--- src/common/emhq_map.svh ---
`ifndef EMHQ_MAP_SVH
`define EMHQ_MAP_SVH
`define EMHQ_OFF_CFG      8'h04
`define EMHQ_OFF_STATUS   8'h08
`define EMHQ_OFF_TXADDR   8'h0c
`define EMHQ_OFF_TXCTRL   8'h10
`define EMHQ_OFF_TXSTAT   8'h14
`define EMHQ_OFF_RXQPTR   8'h18
`define EMHQ_OFF_RXSTAT   8'h20
`define EMHQ_OFF_IRQSTAT  8'h24
`define EMHQ_OFF_IRQEN    8'h28
`define EMHQ_OFF_IRQDIS   8'h2c
`define EMHQ_OFF_IRQMASK  8'h30
`define EMHQ_CFG_RST      32'h0000_0800
`define EMHQ_CFG_CLK_LSB  10
`define EMHQ_CFG_RETRY_BIT 12
`define EMHQ_CFG_RMII_BIT 13
`define EMHQ_LENGTH_W     11
`define EMHQ_NOFCS_BIT    15
`define EMHQ_IRQ_W        12
`define EMHQ_MASK_RST     12'hfff
`define EMHQ_DIV_BASE     8
`endif

--- src/common/emhq_pkg.sv ---
package emhq_pkg;
   typedef struct packed {
      logic [10:0] length;
      logic        no_fcs;
      logic [31:0] addr;
   } emhq_frame_s;
   typedef enum logic [1:0] {
      EMHQ_TX_IDLE,
      EMHQ_TX_SEND
   } emhq_tx_e;
   typedef struct packed {
      logic collision;
      logic retry_limit;
      logic frame_sent;
      logic underrun;
      logic abort;
   } emhq_txev_s;
   typedef struct packed {
      logic no_buffer;
      logic stored;
      logic overrun;
   } emhq_rxev_s;
endpackage : emhq_pkg

--- src/verilog/emhq_top.sv ---
`timescale 1ns/100ps
`include "emhq_map.svh"
module emhq_top (
   input  wire logic                 clock_in,
   input  wire logic                 srst_in,
   input  wire logic [7:0]           avs_address_in,
   input  wire logic                 avs_read_in,
   input  wire logic                 avs_write_in,
   input  wire logic [31:0]          avs_writedata_in,
   input  wire logic [3:0]           avs_byteenable_in,
   output logic      [31:0]          avs_readdata_out,
   output logic                      avs_waitrequest_out,
   input  wire logic                 mdio_pin_in,
   input  wire logic                 mgmt_busy_in,
   input  wire logic                 mgmt_done_in,
   input  wire logic                 link_pin_in,
   input  wire emhq_pkg::emhq_txev_s tx_event_in,
   input  wire logic                 tx_fifo_two_words_in,
   input  wire logic [31:0]          tx_fifo_base_in,
   input  wire emhq_pkg::emhq_rxev_s rx_event_in,
   input  wire logic                 rx_ptr_advance_in,
   input  wire logic [31:0]          rx_ptr_next_in,
   output logic                      mgmt_clk_out,
   output logic                      retry_test_out,
   output logic                      rmii_mode_out,
   output logic                      tx_start_out,
   output emhq_pkg::emhq_frame_s     tx_frame_out,
   output logic                      tx_active_out,
   output logic                      tx_bad_fcs_out,
   output logic                      irq_out
);
   // ==========================================================
   // Bus slave
   // ==========================================================
   // One wait state: the answer is registered, so reads see state of the request edge.
   logic        ack_q;
   logic        acc;
   logic        wr;
   logic        rd;
   logic [31:0] wdata;
   assign acc   = (avs_read_in | avs_write_in) & ~ack_q;
   assign wr    = avs_write_in & acc;
   assign rd    = avs_read_in & acc;
   assign avs_waitrequest_out = (avs_read_in | avs_write_in) & ~ack_q;
   assign wdata = avs_writedata_in & {{8{avs_byteenable_in[3]}}, {8{avs_byteenable_in[2]}},
                                      {8{avs_byteenable_in[1]}}, {8{avs_byteenable_in[0]}}};
   always_ff @(posedge clock_in) begin
      if (srst_in) begin
         ack_q <= 1'b0;
      end else begin
         ack_q <= acc;
      end
   end

   // ==========================================================
   // Configuration and management clock
   // ==========================================================
   logic [31:0] cfg_q;
   logic [5:0]  div_q;
   logic [6:0]  div_lim;
   always_ff @(posedge clock_in) begin
      if (srst_in) begin
         cfg_q <= `EMHQ_CFG_RST;
      end else if (wr && avs_address_in == `EMHQ_OFF_CFG) begin
         cfg_q <= wdata & 32'h0000_3c00;
      end
   end
   assign retry_test_out = cfg_q[`EMHQ_CFG_RETRY_BIT];
   assign rmii_mode_out  = cfg_q[`EMHQ_CFG_RMII_BIT];
   // Half period in system clocks: 4,8,16,32
   assign div_lim = 7'((`EMHQ_DIV_BASE / 2) << cfg_q[`EMHQ_CFG_CLK_LSB +: 2]);
   always_ff @(posedge clock_in) begin
      if (srst_in) begin
         div_q        <= 6'h00;
         mgmt_clk_out <= 1'b0;
      end else if ({1'b0, div_q} >= div_lim - 7'h01) begin
         div_q        <= 6'h00;
         mgmt_clk_out <= ~mgmt_clk_out;
      end else begin
         div_q <= div_q + 6'h01;
      end
   end

   // ==========================================================
   // Transmit queue
   // ==========================================================
   // Address staged first, then latched with length into the one-deep slot.
   emhq_pkg::emhq_tx_e    tx_st_q;
   emhq_pkg::emhq_frame_s cur_q;
   emhq_pkg::emhq_frame_s pend_q;
   logic                  pend_v_q;
   logic [31:0]           addr_stage_q;
   logic                  w_addr;
   logic                  w_ctrl;
   logic                  length_nz;
   logic                  q_free;
   logic                  launch;
   assign w_addr    = wr && avs_address_in == `EMHQ_OFF_TXADDR;
   assign w_ctrl    = wr && avs_address_in == `EMHQ_OFF_TXCTRL;
   assign length_nz = |wdata[`EMHQ_LENGTH_W-1:0];
   assign q_free    = ~pend_v_q;
   // Start only with two words loaded; no upper length limit is enforced
   assign launch    = pend_v_q & tx_fifo_two_words_in & (tx_st_q == emhq_pkg::EMHQ_TX_IDLE);
   always_ff @(posedge clock_in) begin
      if (srst_in) begin
         addr_stage_q <= 32'h0000_0000;
      end else if (w_addr && q_free) begin
         addr_stage_q <= avs_writedata_in;
      end
   end
   always_ff @(posedge clock_in) begin
      if (srst_in) begin
         pend_q   <= '0;
         pend_v_q <= 1'b0;
      end else if (w_ctrl && q_free && length_nz) begin
         pend_q.length <= wdata[`EMHQ_LENGTH_W-1:0];
         pend_q.no_fcs <= wdata[`EMHQ_NOFCS_BIT];
         pend_q.addr   <= addr_stage_q;
         pend_v_q      <= 1'b1;
      end else if (launch) begin
         pend_v_q <= 1'b0;
      end
   end
   always_ff @(posedge clock_in) begin
      if (srst_in) begin
         tx_st_q <= emhq_pkg::EMHQ_TX_IDLE;
         cur_q   <= '0;
      end else begin
         case (tx_st_q)
            emhq_pkg::EMHQ_TX_IDLE: begin
               if (launch) begin
                  cur_q   <= pend_q;
                  tx_st_q <= emhq_pkg::EMHQ_TX_SEND;
               end
            end
            emhq_pkg::EMHQ_TX_SEND: begin
               if (tx_event_in.frame_sent) begin
                  tx_st_q <= emhq_pkg::EMHQ_TX_IDLE;
               end
            end
            default: tx_st_q <= emhq_pkg::EMHQ_TX_IDLE;
         endcase
      end
   end
   always_ff @(posedge clock_in) begin
      if (srst_in) begin
         tx_start_out <= 1'b0;
      end else begin
         tx_start_out <= launch;
      end
   end
   assign tx_frame_out  = cur_q;
   assign tx_active_out = (tx_st_q == emhq_pkg::EMHQ_TX_SEND);
   logic tx_idle;
   assign tx_idle = ~pend_v_q & ~tx_active_out;
   // Bad CRC forced for the rest of the frame after underrun
   always_ff @(posedge clock_in) begin
      if (srst_in) begin
         tx_bad_fcs_out <= 1'b0;
      end else if (launch) begin
         tx_bad_fcs_out <= 1'b0;
      end else if (tx_event_in.underrun && tx_active_out) begin
         tx_bad_fcs_out <= 1'b1;
      end
   end

   // ==========================================================
   // Transmit status flags (write one to clear, set wins)
   // ==========================================================
   // Bits 0 to 3 hold collision, retry limit, complete and underrun
   logic [3:0] tflg_q;
   logic       tx_overrun_q;
   logic       w_tsr;
   logic       tx_overrun_set;
   assign w_tsr          = wr && avs_address_in == `EMHQ_OFF_TXSTAT;
   assign tx_overrun_set = (w_addr | w_ctrl) & ~q_free;
   always_ff @(posedge clock_in) begin
      if (srst_in) begin
         tx_overrun_q <= 1'b0;
      end else begin
         tx_overrun_q <= tx_overrun_set | (tx_overrun_q & ~(w_tsr & wdata[0]));
      end
   end
   always_ff @(posedge clock_in) begin
      if (srst_in) begin
         tflg_q <= 4'h0;
      end else begin
         tflg_q[0] <= tx_event_in.collision   | (tflg_q[0] & ~(w_tsr & wdata[1]));
         tflg_q[1] <= tx_event_in.retry_limit | (tflg_q[1] & ~(w_tsr & wdata[2]));
         tflg_q[2] <= tx_event_in.frame_sent  | (tflg_q[2] & ~(w_tsr & wdata[5]));
         tflg_q[3] <= tx_event_in.underrun    | (tflg_q[3] & ~(w_tsr & wdata[6]));
      end
   end

   // ==========================================================
   // Receive pointer and status
   // ==========================================================
   logic [31:0] rxq_q;
   logic [2:0]  rflg_q;
   logic        w_rsr;
   assign w_rsr = wr && avs_address_in == `EMHQ_OFF_RXSTAT;
   always_ff @(posedge clock_in) begin
      if (srst_in) begin
         rxq_q <= 32'h0000_0000;
      end else if (wr && avs_address_in == `EMHQ_OFF_RXQPTR) begin
         rxq_q <= {avs_writedata_in[31:2], 2'b00};
      end else if (rx_ptr_advance_in) begin
         rxq_q <= {rx_ptr_next_in[31:2], 2'b00};
      end
   end
   // Every failed fetch sets it again, even without a good fetch since the clear
   always_ff @(posedge clock_in) begin
      if (srst_in) begin
         rflg_q <= 3'h0;
      end else begin
         rflg_q[0] <= rx_event_in.no_buffer | (rflg_q[0] & ~(w_rsr & wdata[0]));
         rflg_q[1] <= rx_event_in.stored    | (rflg_q[1] & ~(w_rsr & wdata[1]));
         rflg_q[2] <= rx_event_in.overrun   | (rflg_q[2] & ~(w_rsr & wdata[2]));
      end
   end

   // ==========================================================
   // Interrupt status and mask
   // ==========================================================
   logic [`EMHQ_IRQ_W-1:0] isr_q;
   logic [`EMHQ_IRQ_W-1:0] imr_q;
   logic [`EMHQ_IRQ_W-1:0] iev;
   logic                   idle_d1_q;
   logic                   free_d1_q;
   logic                   link_d1_q;
   logic                   rd_isr;
   always_ff @(posedge clock_in) begin
      if (srst_in) begin
         idle_d1_q <= 1'b1;
         free_d1_q <= 1'b1;
         link_d1_q <= link_pin_in;
      end else begin
         idle_d1_q <= tx_idle;
         free_d1_q <= q_free;
         link_d1_q <= link_pin_in;
      end
   end
   assign iev = {tx_event_in.abort,
                 rx_event_in.overrun,
                 link_pin_in ^ link_d1_q,
                 tx_idle & ~idle_d1_q,
                 tx_event_in.frame_sent,
                 q_free & ~free_d1_q,
                 tx_event_in.retry_limit,
                 tx_event_in.underrun,
                 tx_overrun_set,
                 rx_event_in.no_buffer,
                 rx_event_in.stored,
                 mgmt_done_in};
   assign rd_isr = rd && avs_address_in == `EMHQ_OFF_IRQSTAT;
   always_ff @(posedge clock_in) begin
      if (srst_in) begin
         isr_q <= '0;
      end else begin
         isr_q <= iev | (isr_q & {`EMHQ_IRQ_W{~rd_isr}});
      end
   end
   always_ff @(posedge clock_in) begin
      if (srst_in) begin
         imr_q <= `EMHQ_MASK_RST;
      end else if (wr && avs_address_in == `EMHQ_OFF_IRQEN) begin
         imr_q <= imr_q & ~wdata[`EMHQ_IRQ_W-1:0];
      end else if (wr && avs_address_in == `EMHQ_OFF_IRQDIS) begin
         imr_q <= imr_q | wdata[`EMHQ_IRQ_W-1:0];
      end
   end
   always_ff @(posedge clock_in) begin
      if (srst_in) begin
         irq_out <= 1'b0;
      end else begin
         irq_out <= |(isr_q & ~imr_q);
      end
   end

   // ==========================================================
   // Read data
   // ==========================================================
   always_ff @(posedge clock_in) begin
      if (srst_in) begin
         avs_readdata_out <= 32'h0000_0000;
      end else if (rd) begin
         case (avs_address_in)
            `EMHQ_OFF_CFG:     avs_readdata_out <= cfg_q;
            `EMHQ_OFF_STATUS:  avs_readdata_out <= {29'h0, mgmt_busy_in, mdio_pin_in, 1'b0};
            `EMHQ_OFF_TXADDR:  avs_readdata_out <= tx_fifo_base_in;
            `EMHQ_OFF_TXCTRL:  avs_readdata_out <= {16'h0, cur_q.no_fcs, 4'h0, cur_q.length};
            `EMHQ_OFF_TXSTAT:  avs_readdata_out <= {25'h0, tflg_q[3], tflg_q[2], q_free, tx_idle,
                                                   tflg_q[1], tflg_q[0], tx_overrun_q};
            `EMHQ_OFF_RXQPTR:  avs_readdata_out <= rxq_q;
            `EMHQ_OFF_RXSTAT:  avs_readdata_out <= {29'h0, rflg_q[2], rflg_q[1], rflg_q[0]};
            `EMHQ_OFF_IRQSTAT: avs_readdata_out <= {20'h0, isr_q};
            `EMHQ_OFF_IRQMASK: avs_readdata_out <= {20'h0, imr_q};
            default:           avs_readdata_out <= 32'h0000_0000;
         endcase
      end
   end

   // ==========================================================
   // Checks
   // ==========================================================
   property p_wait_one;
      @(posedge clock_in) disable iff (srst_in) $rose(avs_read_in) |-> avs_waitrequest_out ##1 !avs_waitrequest_out;
   endproperty
   a_wait_one: assert property (p_wait_one) else $error("waitrequest not one cycle");
   property p_tx_overrun;
      @(posedge clock_in) disable iff (srst_in) ((w_addr || w_ctrl) && !q_free) |=> tx_overrun_q;
   endproperty
   a_tx_overrun: assert property (p_tx_overrun) else $error("tx overrun not set");
   property p_queue;
      @(posedge clock_in) disable iff (srst_in) (w_ctrl && q_free && length_nz) |=> !q_free && !tx_idle;
   endproperty
   a_queue: assert property (p_queue) else $error("length write did not queue");
   property p_two_words;
      @(posedge clock_in) disable iff (srst_in) tx_start_out |-> $past(tx_fifo_two_words_in);
   endproperty
   a_two_words: assert property (p_two_words) else $error("start without two words");
   property p_rx_align;
      @(posedge clock_in) disable iff (srst_in) rxq_q[1:0] == 2'b00;
   endproperty
   a_rx_align: assert property (p_rx_align) else $error("rx pointer misaligned");
   property p_isr_clear;
      @(posedge clock_in) disable iff (srst_in) (rd_isr && iev == '0) |=> isr_q == '0;
   endproperty
   a_isr_clear: assert property (p_isr_clear) else $error("isr not cleared on read");
   property p_irq;
      @(posedge clock_in) disable iff (srst_in) |(isr_q & ~imr_q) |=> irq_out;
   endproperty
   a_irq: assert property (p_irq) else $error("irq missing");
   property p_no_buf;
      @(posedge clock_in) disable iff (srst_in) rx_event_in.no_buffer |=> rflg_q[0];
   endproperty
   a_no_buf: assert property (p_no_buf) else $error("no-buffer flag lost");
   property p_col;
      @(posedge clock_in) disable iff (srst_in) tx_event_in.collision |=> tflg_q[0];
   endproperty
   a_col: assert property (p_col) else $error("collision flag lost");
endmodule : emhq_top
--- config.mk ---
export PLATFORM = sky130hd
export DESIGN_NAME = emhq_top
export DESIGN_NICKNAME = d
export VERILOG_FILES = /design/src/common/emhq_pkg.sv /design/src/verilog/emhq_top.sv
export VERILOG_INCLUDE_DIRS = /design/src /design/src/common
export SDC_FILE = /design/constraint.sdc
export NUM_CORES = 1
export LEC_CHECK = 0
export BUFFER_PORTS_ARGS = -buffer_cell sky130_fd_sc_hd__clkbuf_2
export CORE_AREA = 2 2 159 161
export CTS_CLUSTER_DIAMETER = 100
export CTS_CLUSTER_SIZE = 40
export DETAILED_ROUTE_END_ITERATION = 12
export DIE_AREA = 0 0 161 163
export PLACE_DENSITY_LB_ADDON = 0.2
export SLEW_MARGIN = 20
export SYNTH_ARGS = -nofsm -noshare
export SYNTH_HDL_FRONTEND = slang
export SYNTH_SLANG_ARGS = --single-unit
--- constraint.sdc ---
create_clock -name clock_in -period 1.8 [get_ports clock_in]
set_input_delay 0.18 -clock clock_in [delete_from_list [all_inputs] [get_ports clock_in]]
set_output_delay 0.18 -clock clock_in [all_outputs]
set_load 0.05 [all_outputs]
Word-level counts from Yosys, hierarchy flattened --
Cells that the tools add are included.
Storage, ports and cells: flip-flop bits (word level) 235, logic and storage cells 136, output and inout bits 84
Operators by class: equality and inequality tests 14, mux-type cells 10, bitwise gates (word level) 59, shifts and indexed selects 1, reduce and logical (&&, ||, !) cells 23, magnitude comparators 1, add/sub/neg operators 2
Operators by type and width (number):
- case mux 32 bit (9 select lines) | 1
- two-way mux 32 bit | 2
- == test 8 x 6 -> 1 bit, second input constant | 5
- AND 12 bit | 3
- AND 1 bit | 25
- == test 8 x 5 -> 1 bit, second input constant | 3
- two-way mux 12 bit | 2
- inverter 12 bit | 2
- bitwise OR 12 bit | 2
- AND 16 bit | 1
- == test 8 x 4 -> 1 bit, second input constant | 2
- inverter 1 bit | 15
- logical AND 1 bit | 13
- OR reduction 12 bit | 1
- OR reduction 11 bit | 1
- bitwise OR 1 bit | 10
- == test 8 x 3 -> 1 bit, second input constant | 1
- greater-or-equal comparator 6 x 7 -> 1 bit | 1
- << shifter 3 x 2 -> 7 bit, first input constant | 1
- subtractor 7 x 1 -> 7 bit, second input constant | 1
- adder 6 x 1 -> 6 bit, second input constant | 1
- nonzero test 2 bit | 3
- two-way mux 2 bit | 2
- != test 2 bit, second input constant | 2
- 7 further kinds | 10

Depth between registers and ports, before layout --
Gate-level depths: netlist (run 1).
depth in word-level cells 8, mapped depth 7, mapped depth without buffers 5

Least setup slack after synthesis (run 1) --
Ideal clock, no wire load.
path kind flip-flop to flip-flop, from reg tx_st_q[0], to reg cur_q, in the netlist tx_frame_out[43], clock period less this slack 1789 ps, library setup time 61 ps, cell stages (with the launch flop) 5, path buffers 1, arrival 1728 ps, path slack 11 ps, required time 1739 ps, cell sequence dfxtp_1 inv_1 a31oi_1 clkbuf_1 a22o_1
On the way: word-level cells in the longest chain between the ends 3
Ends and longest elaborated chain:
- from (decl) | RTL line emhq_top.sv:88 | emhq_pkg::emhq_tx_e tx_st_q;
- from (signal assigned) | RTL line emhq_top.sv:126 | tx_st_q <= emhq_pkg::EMHQ_TX_IDLE;
- from (signal assigned) | RTL line emhq_top.sv:133 | tx_st_q <= emhq_pkg::EMHQ_TX_SEND;
- from (signal assigned) | RTL line emhq_top.sv:138 | tx_st_q <= emhq_pkg::EMHQ_TX_IDLE;
- zero test 2 bit (*) | RTL line emhq_top.sv:103, emhq_top.sv:129
- AND 1 bit | RTL line emhq_top.sv:103 | assign launch = pend_v_q & tx_fifo_two_words_in & (tx_st_q == emhq_pkg::EMHQ_TX_IDLE);
- AND reduction 2 bit (no source line) (*)
- to (signal assigned) | RTL line emhq_top.sv:132 | cur_q <= pend_q;
- to (decl) | RTL line emhq_top.sv:89 | emhq_pkg::emhq_frame_s cur_q;
Every way passes the cells marked *; elsewhere a longest branch is shown, timed or not. A chain may end at the register's enable or synchronous reset.

Final worst setup path (run 1) --
from reg cfg_q[11], to reg mgmt_clk_out
On the way: word-level cells in the longest chain between the ends 3
Ends and longest elaborated chain:
- from (decl) | RTL line emhq_top.sv:58 | logic [31:0] cfg_q;
- from (signal assigned) | RTL line emhq_top.sv:63 | cfg_q <= `EMHQ_CFG_RST;
- from (signal assigned) | RTL line emhq_top.sv:65 | cfg_q <= wdata & 32'h0000_3c00;
- << shifter 3 x 2 -> 7 bit | RTL line emhq_top.sv:71 | assign div_lim = 7'((`EMHQ_DIV_BASE / 2) << cfg_q[`EMHQ_CFG_CLK_LSB +: 2]);
- subtractor 7 x 1 -> 7 bit | RTL line emhq_top.sv:76 | end else if ({1'b0, div_q} >= div_lim - 7'h01) begin
- greater-or-equal comparator 6 x 7 -> 1 bit | RTL line emhq_top.sv:76
- to (signal assigned) | RTL line emhq_top.sv:78 | mgmt_clk_out <= ~mgmt_clk_out;
- to (decl) | RTL line emhq_top.sv:23 | output logic mgmt_clk_out,
No other way between the ends.

==> results of run 1 <==
[area by class of cell]
class                   count  area [um2]  area share
flip-flops and latches    234        4690       0.370
clock inverters             5         105     0.00830
repair buffers            352        2500       0.197
multi-input cells         705        4580       0.361
inverters                  26        97.6     0.00771
well taps                 330         413      0.0326
clock buffers              12         279      0.0220
diodes                      1        2.50    0.000198
[power groups by stage]
stage	logic (W)	clock network, W	registers [W]
after floorplan	0.000365	0	0.00540
after global placement	0.000791	0	0.00543
after detailed placement	0.000797	0	0.00543
after CTS	0.000894	0.00329	0.00531
after global routing	0.000970	0.00347	0.00532
final	0.000900	0.00322	0.00532
[synthesized netlist by cell type, drive strengths merged, types with 24 or more instances]
cell    count
a211oi     34
a21oi      60
a22o       50
a22oi      24
buf        33
clkbuf     53
dfxtp     234
inv        26
mux2i      80
nand2     184
nand3      29
nor2       59
o21ai      37
[sequential cells by signal, summed over array words and instances, names as in the netlist, named ones only]
register and cells:
tflg_q 4, pend_v_q 1, tx_overrun_q 1, isr_q 12, free_d1_q 1, cfg_q 4
link_d1_q 1, tx_frame_out 44, div_q 6, rflg_q 3, tx_start_out 1, irq_out 1
idle_d1_q 1, addr_stage_q 32, rxq_q 30, tx_bad_fcs_out 1, ack_q 1, mgmt_clk_out 1
tx_st_q 1, avs_readdata_out 32, pend_q 44
[cell families after synthesis]
kind of cell	synth area share
compound gates	0.207
xor+xnor	0.00453
fa+ha+maj	0.00518
buf+inv	0.0490
flops	0.485
mux	0.0864
simple gates	0.163
[worst max-delay path, cell delays in order (launching register included)]
cell      delay [ps]
dfxtp_4          380
nor2_4           100
ha_4             200
a211o_1          320
a211oi_2         250
buf_4            150
mux2_4           280
[layer usage]
layer  wire length (um)  vias to the layer above  GRT usage
met5                  0                        -          0
met4                708                        0     0.0572
met3               2030                       42     0.0382
met2              14500                      287      0.364
met1              15100                     4223      0.343
li1                   -                     4337          -
[placed cells by master (no fill, tap or decap), types with 4 or more instances in the layout]
cell / Yosys / final
dfxtp_1: 234 / 231
clkbuf_2: 0 / 204
nand2_1: 184 / 184
mux2i_1: 80 / 80
buf_4: 6 / 77
a21oi_1: 60 / 59
nor2_1: 58 / 56
dlygate4sd3_1: 0 / 53
a22o_1: 50 / 50
a211oi_1: 34 / 33
nand3_1: 29 / 27
inv_1: 25 / 25
a22oi_1: 24 / 24
a221oi_1: 21 / 21
o21ai_1: 20 / 20
o21ai_0: 16 / 16
buf_12: 0 / 16
clkbuf_16: 0 / 13
and3_1: 10 / 10
nor3_1: 10 / 10
a311oi_1: 6 / 6
a41oi_1: 6 / 6
nor4_1: 5 / 5
xor2_1: 4 / 4
nor2b_1: 4 / 4
a211o_1: 4 / 4
and2_1: 4 / 4
a32oi_1: 4 / 4
[repair_timing]
item	CTS	global route
hold buffers	53	0
pin swaps	0	3
gates resized for setup	2	9
setup endpoints to repair	1	6
hold endpoints to repair	69	0
setup buffers	0	3
cloned	0	2
[through the flow]
stage | util | total power, W
final | 0.513 | 0.00943
after global routing | 0.513 | 0.00976
after CTS | 0.508 | 0.00950
after detailed placement | 0.471 | 0.00622
after global placement | 0.471 | 0.00622
after floorplan | - | 0.00577
[worst max-delay path by stage]
stage                                end  slack [ps]  depth (start not counted)
floorplan               tx_frame_out[43]          10                          4
global placement    avs_readdata_out[16]         -90                          6
detailed placement  avs_readdata_out[14]        -140                          6
CTS                         mgmt_clk_out          50                          6
global route                    div_q[0]         -80                          6
finish                      mgmt_clk_out           8                          6
==> metrics.md, run 1 <==
| Metric | Value |
|---|---|
| First-pass GRT wire length | 48300 um |
| Die footprint | 26200 um2 |
| Fin area | 12700 um2 |
| Vias/cell | 5.34 |
| Detailed-route wire length | 32400 um |
| CTS tree | yes |
| Num CTS Buffers | 11 |
| Pleak | 5.07 nW |
| Die width | 161 um |
| Initial antenna violation count | 0 |
| Worst hold path type | in -> reg |
| Row cnt | 58 |
| Mapped cell area | 9660 um2 |
| Placed cells | 1589 |
| Post-synth EDFFs | 0 |
| Clock Path Buffers | 3 |
| Count of input and output buffers | 205 |
| Status | finished, final reports clean |
| R2R Setup Slk | 8 ps |
| Clock Sinks | 234 |
| RSZ-0062 raised after global routing | true |
| Area growth syn-to-layout | 31.1% |
| Final instance count without filler cells | 1665 |
| Vias in the first global route | 8311 |
| Hold WS | 6.43 ps |
| Total GRT Usage | 0.235 |
| Combinational power share | 0.095 |
| Root Buffer | clkbuf_16 |
| Gp weighted congestion | 0.895 |
| Initial core utilization | 0.391 |
| Die Y | 163 um |
| Async set-reset flop share out of synthesis | 0 |
| Post-DP HPWL | 23200 um |
| Core Area | 24700 um2 |
| Synth Register Bits | 234 |
| Psw | 0.00239 W |
| Power share of the sequential group | 0.564 |
| Top FF cell, synth | dfxtp_1 |
| Initial DRC count | 678 |
| Routed Antenna Nets | 0 |
| FILL cells | 2370 |
| CP startpoint kind | flip-flop |
| Share of the synthesized area in the top cell type | 0.485 |
| Worst r2r src | cfg_q[11] |
| Final Cycle Share | 0.996 |
| Worst-margin pin slew | 461 ps |
| Yosys warning count | 0 |
| Synth Instances | 1051 |
| Worst endpoint required time | 2180 ps |
| Grt total ovfl | 0 |
| Max FO, Critical Path | 3 |
| I/O pin total | 210 |
| Pre-antenna DRT Iters | 5 |
| Final setup fails | 0 |
| Hold Crit Start | rx_ptr_next_in[16] |
| Syn avg cell area | 9.19 um2 |
| Reg clk slew, reported paths | 140 ps |
| Yosys top cell by area | dfxtp_1 |
| Worst Hold End | rxq_q[16] |
| Sequential area share after synthesis | 0.485 |
| Setup Skew | 70.9 ps |
| Cell Pwr Density | 745 nW/um2 |
| Max cap viols | 0 |
| Cell Int Power | 0.00704 W |
| Post-route setup slack | 7.93 ps |
| Slew HR | 0.691 |
| Post-layout min period | 1790 ps |
| Largest net degree at the start of global routing | 69 |
| Clk pwr share | 0.341 |
| Worst Setup SP | cfg_q[11] |
| Sw Share | 0.253 |
| DP Area | 11600 um2 |
| Number of remaining DRC errors | 0 |
| Htree depth | 1 |
| Fin. Hold Viols | 0 |
| Endpoint class of the critical path | flip-flop |
| Share of cells above drive strength 1 | 0.262 |
| Crit path DAT | 2170 ps |
| Nets | 1460 |
| Reg2reg path depth | 6 |
| Maximum vdd drop | 0.596 mV |
| Vias | 8889 |
| Reg2reg end | mgmt_clk_out |
| Synth area leaders | dfxtp_1 48%, mux2i_1 8.3%, nand2_1 7.2%, a22o_1 4.5%, a21oi_1 3.1% |
| Fmax | 558 MHz |
| Distinct cells, synth | 71 |
| Worst Path Class, Setup | reg -> reg |
| Pre-CTS setup slack | -143 ps |
| Synth Net Count | 1181 |
| Hold depth | 3 |
| Max-slew violations | 0 |
| TNS Setup | 0 ps |
| Worst-Skew Late Latency | 500 ps |
| Drt wl/cell | 19.4 um |
No activity file was read; power rests on OpenSTA's default activity.
==> inputs of run 2 (changes only) <==
--- a/config.mk
+++ b/config.mk
@@ -6,12 +6,13 @@
 export SDC_FILE = /design/constraint.sdc
 export NUM_CORES = 1
 export LEC_CHECK = 0
+export ABC_AREA = 1
 export BUFFER_PORTS_ARGS = -buffer_cell sky130_fd_sc_hd__clkbuf_2
-export CORE_AREA = 2 2 159 161
+export CORE_AREA = 2 2 160 162
 export CTS_CLUSTER_DIAMETER = 100
 export CTS_CLUSTER_SIZE = 40
 export DETAILED_ROUTE_END_ITERATION = 12
-export DIE_AREA = 0 0 161 163
+export DIE_AREA = 0 0 162 164
 export PLACE_DENSITY_LB_ADDON = 0.2
 export SLEW_MARGIN = 20
 export SYNTH_ARGS = -nofsm -noshare
==> run 2 against run 1 <==
Compared with the run above: power fell by 3.3%; wire length is 3.1% lower; worst setup slack better by 150 ps; sequential share of layout area is 0.43 points higher; clock skew decreased by 41 ps; largest cell class unchanged.
==> metrics.md, run 2 <==
| Metric | Value |
|---|---|
| Grt total ovfl | 0 (unchanged) |
| Fmax | 607 MHz (+8.9%) |
| Die Y | 164 um (+0.61%) |
| Yosys warning count | 0 (unchanged) |
| Drt wl/cell | 16.0 um (-18%) |
| Hold Crit Start | tx_fifo_base_in[25] |
| Power share of the sequential group | 0.581 (+0.017) |
| Row cnt | 58 (unchanged) |
| Mapped cell area | 9760 um2 (+1.0%) |
| Detailed-route wire length | 31400 um (-3.1%) |
| Cell Pwr Density | 729 nW/um2 (-2.0%) |
| I/O pin total | 210 (unchanged) |
| Initial DRC count | 643 (-5.2%) |
| Sw Share | 0.251 (-0.00272) |
| Vias/cell | 5.02 (-6.0%) |
| Worst Hold End | avs_readdata_out[25] |
| Htree depth | 1 (unchanged) |
| Reg2reg path depth | 6 (unchanged) |
| Most frequent cells in the layout | 296 x nand2_1, 233 x dfxtp_1, 204 x clkbuf_2 |
| Worst Path Class, Setup | in -> reg |
| Final core occ | 0.504 (-0.00940) |
| Post-DP HPWL | 22900 um (-1.5%) |
| Syn avg cell area | 7.14 um2 (-22%) |
| Vias in the first global route | 9333 (+12%) |
| Final instance count without filler cells | 1961 (+18%) |
| Reg clk slew, reported paths | 120 ps (-20 ps) |
| Synth area leaders | dfxtp_1 48%, nand2_1 11%, nand3_1 9.1%, nor2_1 6.1%, a21oi_1 5.7% |
| Slowest stage delay, CP | 570 ps (+190 ps) |
| Nets | 1756 (+20%) |
| Most common cell after layout, fill and taps aside | nand2_1 |
| Share of cells above drive strength 1 | 0.190 (-0.0714) |
| CP startpoint kind | input pin |
| Post-layout min period | 1650 ps (-146 ps) |
| Num CTS Buffers | 11 (unchanged) |
| Initial core utilization | 0.393 (+0.00164) |
| Fin. Hold Viols | 0 (unchanged) |
| Endpoint class of the critical path | flip-flop |
| Clock Path Buffers | 3 (unchanged) |
| Synth Register Bits | 234 (unchanged) |
| Clock Sinks | 234 (unchanged) |
| Synth Instances | 1366 (+30%) |
| Area growth syn-to-layout | 28.2% |
| Final setup fails | 0 (unchanged) |
| Worst-margin pin slew | 832 ps (+372 ps) |
| Slew HR | 0.445 (-0.245) |
| Worst endpoint required time | 2180 ps (about the same) |
| Post-synth EDFFs | 0 (unchanged) |
| Async set-reset flop share out of synthesis | 0 (unchanged) |
| Crit path DAT | 2030 ps (-140 ps) |
| CTS tree | yes |
| Clk pwr share | 0.327 (-0.014) |
| Root Buffer | clkbuf_16 |
| Max cap viols | 0 (unchanged) |
| Maximum vdd drop | 0.768 mV (+29%) |
| RSZ-0062 raised after global routing | false |
| Worst hold path type | in -> reg |
| TNS Setup | 0 ps (unchanged) |
| Max-slew violations | 0 (unchanged) |
| Initial antenna violation count | 1 (+1) |
| Gp weighted congestion | 0.874 (-2.3%) |
| Core Area | 24800 um2 (+0.59%) |
| Post-synth top cells | 297 x nand2_1, 234 x dfxtp_1, 177 x nand3_1, 159 x nor2_1, 112 x a21oi_1 |
| Count of input and output buffers | 205 (unchanged) |
| Sequential area share after synthesis | 0.480 (-0.00485) |
| Critical path, cell by cell | dlygate4sd3_1, clkbuf_2, nand2_1, nand4_1, nor2_1, nand2_1, nand2_4, inv_2, buf_12, nor2_1, nor2_1 |
| Setup Skew | 29.9 ps (-41.0 ps) |
| Number of remaining DRC errors | 0 (unchanged) |
| Most used cell, CP | nor2_1 |
| Most frequent cell after synthesis | nand2_1 |
| Vias | 9839 (+11%) |
| Total GRT Usage | 0.232 (-0.00327) |
| Routed Antenna Nets | 0 (unchanged) |
| Synth Net Count | 1496 (+27%) |
| First-pass GRT wire length | 49100 um (+1.5%) |
| Pre-antenna DRT Iters | 7 (+2) |
| Hold depth | 5 (+2) |
| Die footprint | 26600 um2 (+1.2%) |
| Combinational power share | 0.092 (-0.003) |
| Worst r2r src | cfg_q[11] |
| Final Cycle Share | 0.915 (-0.0811) |
| Die width | 162 um (+0.62%) |
| Max FO, Critical Path | 16 (+13) |
| Reg2reg end | div_q[3] |
| Status | finished, final reports clean |
| CP max stage cell | dlygate4sd3_1 |
| Largest net degree at the start of global routing | 75 (+8.7%) |
| Top FF cell, synth | dfxtp_1 |
| Pleak | 5.69 nW (+12%) |
| Distinct cells, synth | 35 (-51%) |
| Cell Int Power | 0.00683 W (-2.9%) |
| Yosys top cell by area | dfxtp_1 |
| Share of the synthesized area in the top cell type | 0.480 (-0.00485) |
| Placed cells | 1868 (+18%) |
| Worst-Skew Late Latency | 490 ps (about the same) |
| R2R Setup Slk | 160 ps (+150 ps) |
| Psw | 0.00229 W (-4.3%) |
==> run 2: changes by cell type in the layout (fill, tap and decap cells not counted), moves of 32 or more <==
cell | before | now
a21oi_1 | 59 | 112
nand3_1 | 27 | 177
nand2_1 | 184 | 296
mux2i_1 | 80 | 0
a22o_1 | 50 | 0
o21ai_0 | 16 | 69
nor2_1 | 56 | 157
inv_1 | 25 | 103
buf_4 | 77 | 45
==> run 2: cell families (layout without fill, tap and decap cells) <==
group / count (synthesis) / count (layout) / synth area share
other cells: 0 / 1 / 0
flops: 234 / 234 / 0.480
xor+xnor: 3 / 3 / 0.00269
buf+inv: 202 / 466 / 0.0834
simple gates: 660 / 660 / 0.287
compound gates: 263 / 263 / 0.142
fa+ha+maj: 4 / 4 / 0.00513
==> run 2: worst max-delay path by stage <==
stage	startpoint	to	slack, ps	cells past startpoint
floorplan	ack_q	flip-flop	140	8
global placement	avs_address_in[5]	pend_q[14]	20	10
detailed placement	avs_address_in[5]	pend_q[14]	6	10
CTS	cfg_q[11]	div_q[2]	2	6
global route	ack_q	pend_q[29]	30	8
finish	avs_writedata_in[6]	pend_q[5]	150	11
==> run 2: cell type report <==
class,count,area (um2)
diodes,1,2.50
clock buffers,13,293
flip-flops and latches,234,4690
inverters,114,429
repair buffers,335,2350
well taps,330,413
fillers,2534,12300
multi-input cells,930,4280
clock inverters,4,47.5
==> run 2: power groups by stage <==
stage               sequential [W]  clock [W]  combinational [W]
floorplan                  0.00540          0           0.000351
global placement           0.00541          0           0.000697
detailed placement         0.00541          0           0.000700
CTS                        0.00530    0.00308           0.000826
global route               0.00531    0.00322           0.000916
finish                     0.00530    0.00298           0.000836
==> run 2: worst max-delay path: cells and delay by family <==
kind                   cells  cell delay [ps]
buffers and inverters      4              980
AND/OR/NAND/NOR            7              850
==> run 2: metrics by stage <==
step	hold WS, ps	area, um2	total power [W]	setup WS, ps
2_1_floorplan	208	9760	0.00575	140
3_3_place_gp	310	11400	0.00611	17.5
3_5_place_dp	313	11400	0.00611	6.38
4_1_cts	0.740	12500	0.00920	1.84
5_1_grt	21.9	12500	0.00944	30.5
6_report	5.88	12500	0.00912	154
==> run 2: repair_timing <==
item / 4_1_cts / 5_1_grt
pin swaps: 1 / 1
setup buffers: 0 / 3
hold endpoints to repair: 83 / 0
endpoints found under the setup margin: 1 / 16
gates resized for setup: 0 / 5
hold buffers: 72 / 0
==> run 2: metal layers <==
metal	vias up	part of all wire	GRT usage
li1	4971	-	-
met1	4568	0.44	0.295
met2	250	0.48	0.405
met3	50	0.049	0.0371
met4	0	0.031	0.0696
met5	-	0	0
==> inputs of run 3 (changes only) <==
--- a/config.mk
+++ b/config.mk
@@ -14,6 +14,7 @@
 export DETAILED_ROUTE_END_ITERATION = 12
 export DIE_AREA = 0 0 162 164
 export PLACE_DENSITY_LB_ADDON = 0.2
+export RECOVER_POWER = 50
 export SLEW_MARGIN = 20
 export SYNTH_ARGS = -nofsm -noshare
 export SYNTH_HDL_FRONTEND = slang
==> run 3 against run 2 <==
Compared with the run above: combinational power about the same; register-to-register slack about the same; non-clock buffer count unchanged; maximum frequency up 0.21%.
==> metrics.md, run 3 (synthesis results as in run 2) <==
| Metric | Value |
|---|---|
| Status | finished, final reports clean |
| Setup Skew | 27.3 ps (-2.54 ps) |
| Die width | 162 um (unchanged) |
| Critical path, cell by cell | clkbuf_1 |
| Core Area | 24800 um2 (unchanged) |
| First-pass GRT wire length | 49100 um (unchanged) |
| Most common cell after layout, fill and taps aside | nand2_1 |
| Tot Pwr | 0.00912 W (about the same) |
| CP max stage cell | clkbuf_1 |
| I/O pin total | 210 (unchanged) |
| Worst hold path type | in -> reg |
| Worst Path Class, Setup | reg -> out |
| Grt total ovfl | 0 (unchanged) |
| Number of remaining DRC errors | 0 (unchanged) |
| CTS tree | yes |
| Cell Pwr Density | 738 nW/um2 (+1.2%) |
| FILL cells | 2582 (+1.9%) |
| Reg clk slew, reported paths | 120 ps (about the same) |
| Vias/cell | 5.03 (+0.33%) |
| Pre-antenna DRT Iters | 7 (unchanged) |
| Max-slew violations | 0 (unchanged) |
| Htree depth | 1 (unchanged) |
| Slew HR | 0.444 (-0.00114) |
| Worst path buffer plus inverter count | 1 (-3) |
| Initial core utilization | 0.393 (unchanged) |
| Initial DRC count | 640 (-0.47%) |
| Critical path's top delay family | buffers and inverters |
| Max cap viols | 0 (unchanged) |
| Nets | 1756 (unchanged) |
| Clock Sinks | 234 (unchanged) |
| Num CTS Buffers | 11 (unchanged) |
| Worst-Skew Late Latency | 490 ps (about the same) |
| Die footprint | 26600 um2 (unchanged) |
| Final setup fails | 0 (unchanged) |
| Routed Antenna Nets | 0 (unchanged) |
| RSZ-0062 raised after global routing | false |
| Maximum vdd drop | 0.772 mV (+0.50%) |
| Final Cycle Share | 0.913 (-0.00194) |
| Post-DP HPWL | 22900 um (unchanged) |
| Worst-margin pin slew | 834 ps (+1.72 ps) |
| Largest net degree at the start of global routing | 75 (unchanged) |
| Post-layout min period | 1640 ps (-3.49 ps) |
| CP startpoint kind | flip-flop |
| Area growth syn-to-layout | 26.6% |
| Endpoint class of the critical path | primary output |
| Fin. Hold Viols | 0 (unchanged) |
| Crit path DAT | 1460 ps (-570 ps) |
| Vias in the first global route | 9333 (unchanged) |
| TNS Setup | 0 ps (unchanged) |
| Die Y | 164 um (unchanged) |
| Root Buffer | clkbuf_16 |
| Drt wl/cell | 16.0 um (+0.32%) |
| Fmax | 609 MHz (+0.21%) |
| Initial antenna violation count | 1 (unchanged) |
| Clock Path Buffers | 3 (unchanged) |
| Pleak | 5.38 nW (-5.4%) |
| Detailed-route wire length | 31500 um (+0.32%) |
| Count of input and output buffers | 205 (unchanged) |
| Slowest stage delay, CP | 540 ps (-30 ps) |
| Reg area | 4690 um2 (unchanged) |
| Worst endpoint required time | 1620 ps (-560 ps) |
| Row cnt | 58 (unchanged) |
| Total GRT Usage | 0.232 (unchanged) |
| Multi-input logic area | 4280 um2 (unchanged) |
| Vias | 9871 (+0.33%) |
| Gp weighted congestion | 0.874 (unchanged) |
| Share of cells above drive strength 1 | 0.137 (-0.0528) |
| Most frequent cells in the layout | 296 x nand2_1, 233 x dfxtp_1, 177 x nand3_1 |
| Max FO, Critical Path | 3 (-13) |
==> run 3: worst paths after layout <==
kind / slack (ps) / endpoint / depth (start not counted) / start
max: 160 / tx_frame_out[32] / 1 / tx_frame_out[32]
max reg2reg: 160 / div_q[3] / 6 / cfg_q[11]
min: 6 / avs_readdata_out[25] / 5 / tx_fifo_base_in[25]
min reg2reg: 440 / tx_frame_out[1] / 2 / pend_q[1]
==> run 3: through the flow <==
stage | setup slack (ps) | hold slack (ps) | cell area, um2 | instances | util
finish | 157 | 6.37 | 12400 | 1961 | 0.498
detailed placement | 6.38 | 313 | 11400 | 1868 | 0.459
global placement | 17.5 | 310 | 11400 | 1868 | 0.459
global route | 18.8 | 21.9 | 12400 | 1961 | 0.498
CTS | 1.84 | 0.740 | 12500 | 1957 | 0.502
floorplan | 140 | 208 | 9760 | 1366 | -
==> run 3: area by class of cell <==
| class | instances | share of cell area |
|---|---|---|
| Sequential cell | 234 | 0.379 |
| Multi-Input combinational cell | 930 | 0.347 |
| Timing Repair Buffer | 335 | 0.178 |
| Inverter | 114 | 0.0347 |
| Tap cell | 330 | 0.0334 |
| Clock buffer | 13 | 0.0237 |
| Clock inverter | 4 | 0.00385 |
| Antenna cell | 1 | 0.000203 |
==> run 3: repair_timing <==
item	in CTS	in global routing
endpoints found under the setup margin	1	16
buffers inserted	0	3
hold buffers	72	0
pin swaps	1	1
gates resized for setup	0	5
endpoints found under the hold margin	83	0
==> run 3: worst register-to-register path, delay by kind of cell (launching register included) <==
kind | cells | cell delay, ps
DFF | 1 | 390
and+or+nand+nor | 2 | 290
buffers and inverters | 1 | 200
AOI/OAI and AO/OA | 2 | 390
adders and majority gates | 1 | 310
==> run 3: routing by layer <==
metal,wire [um],track usage
met5,0,0
met4,991,0.0696
met3,1570,0.0371
met2,15300,0.405
met1,13700,0.295
==> run 3: power breakdown <==
group          internal, W  switching, W
clock              0.00122       0.00176
sequential         0.00525     0.0000466
combinational     0.000357      0.000476
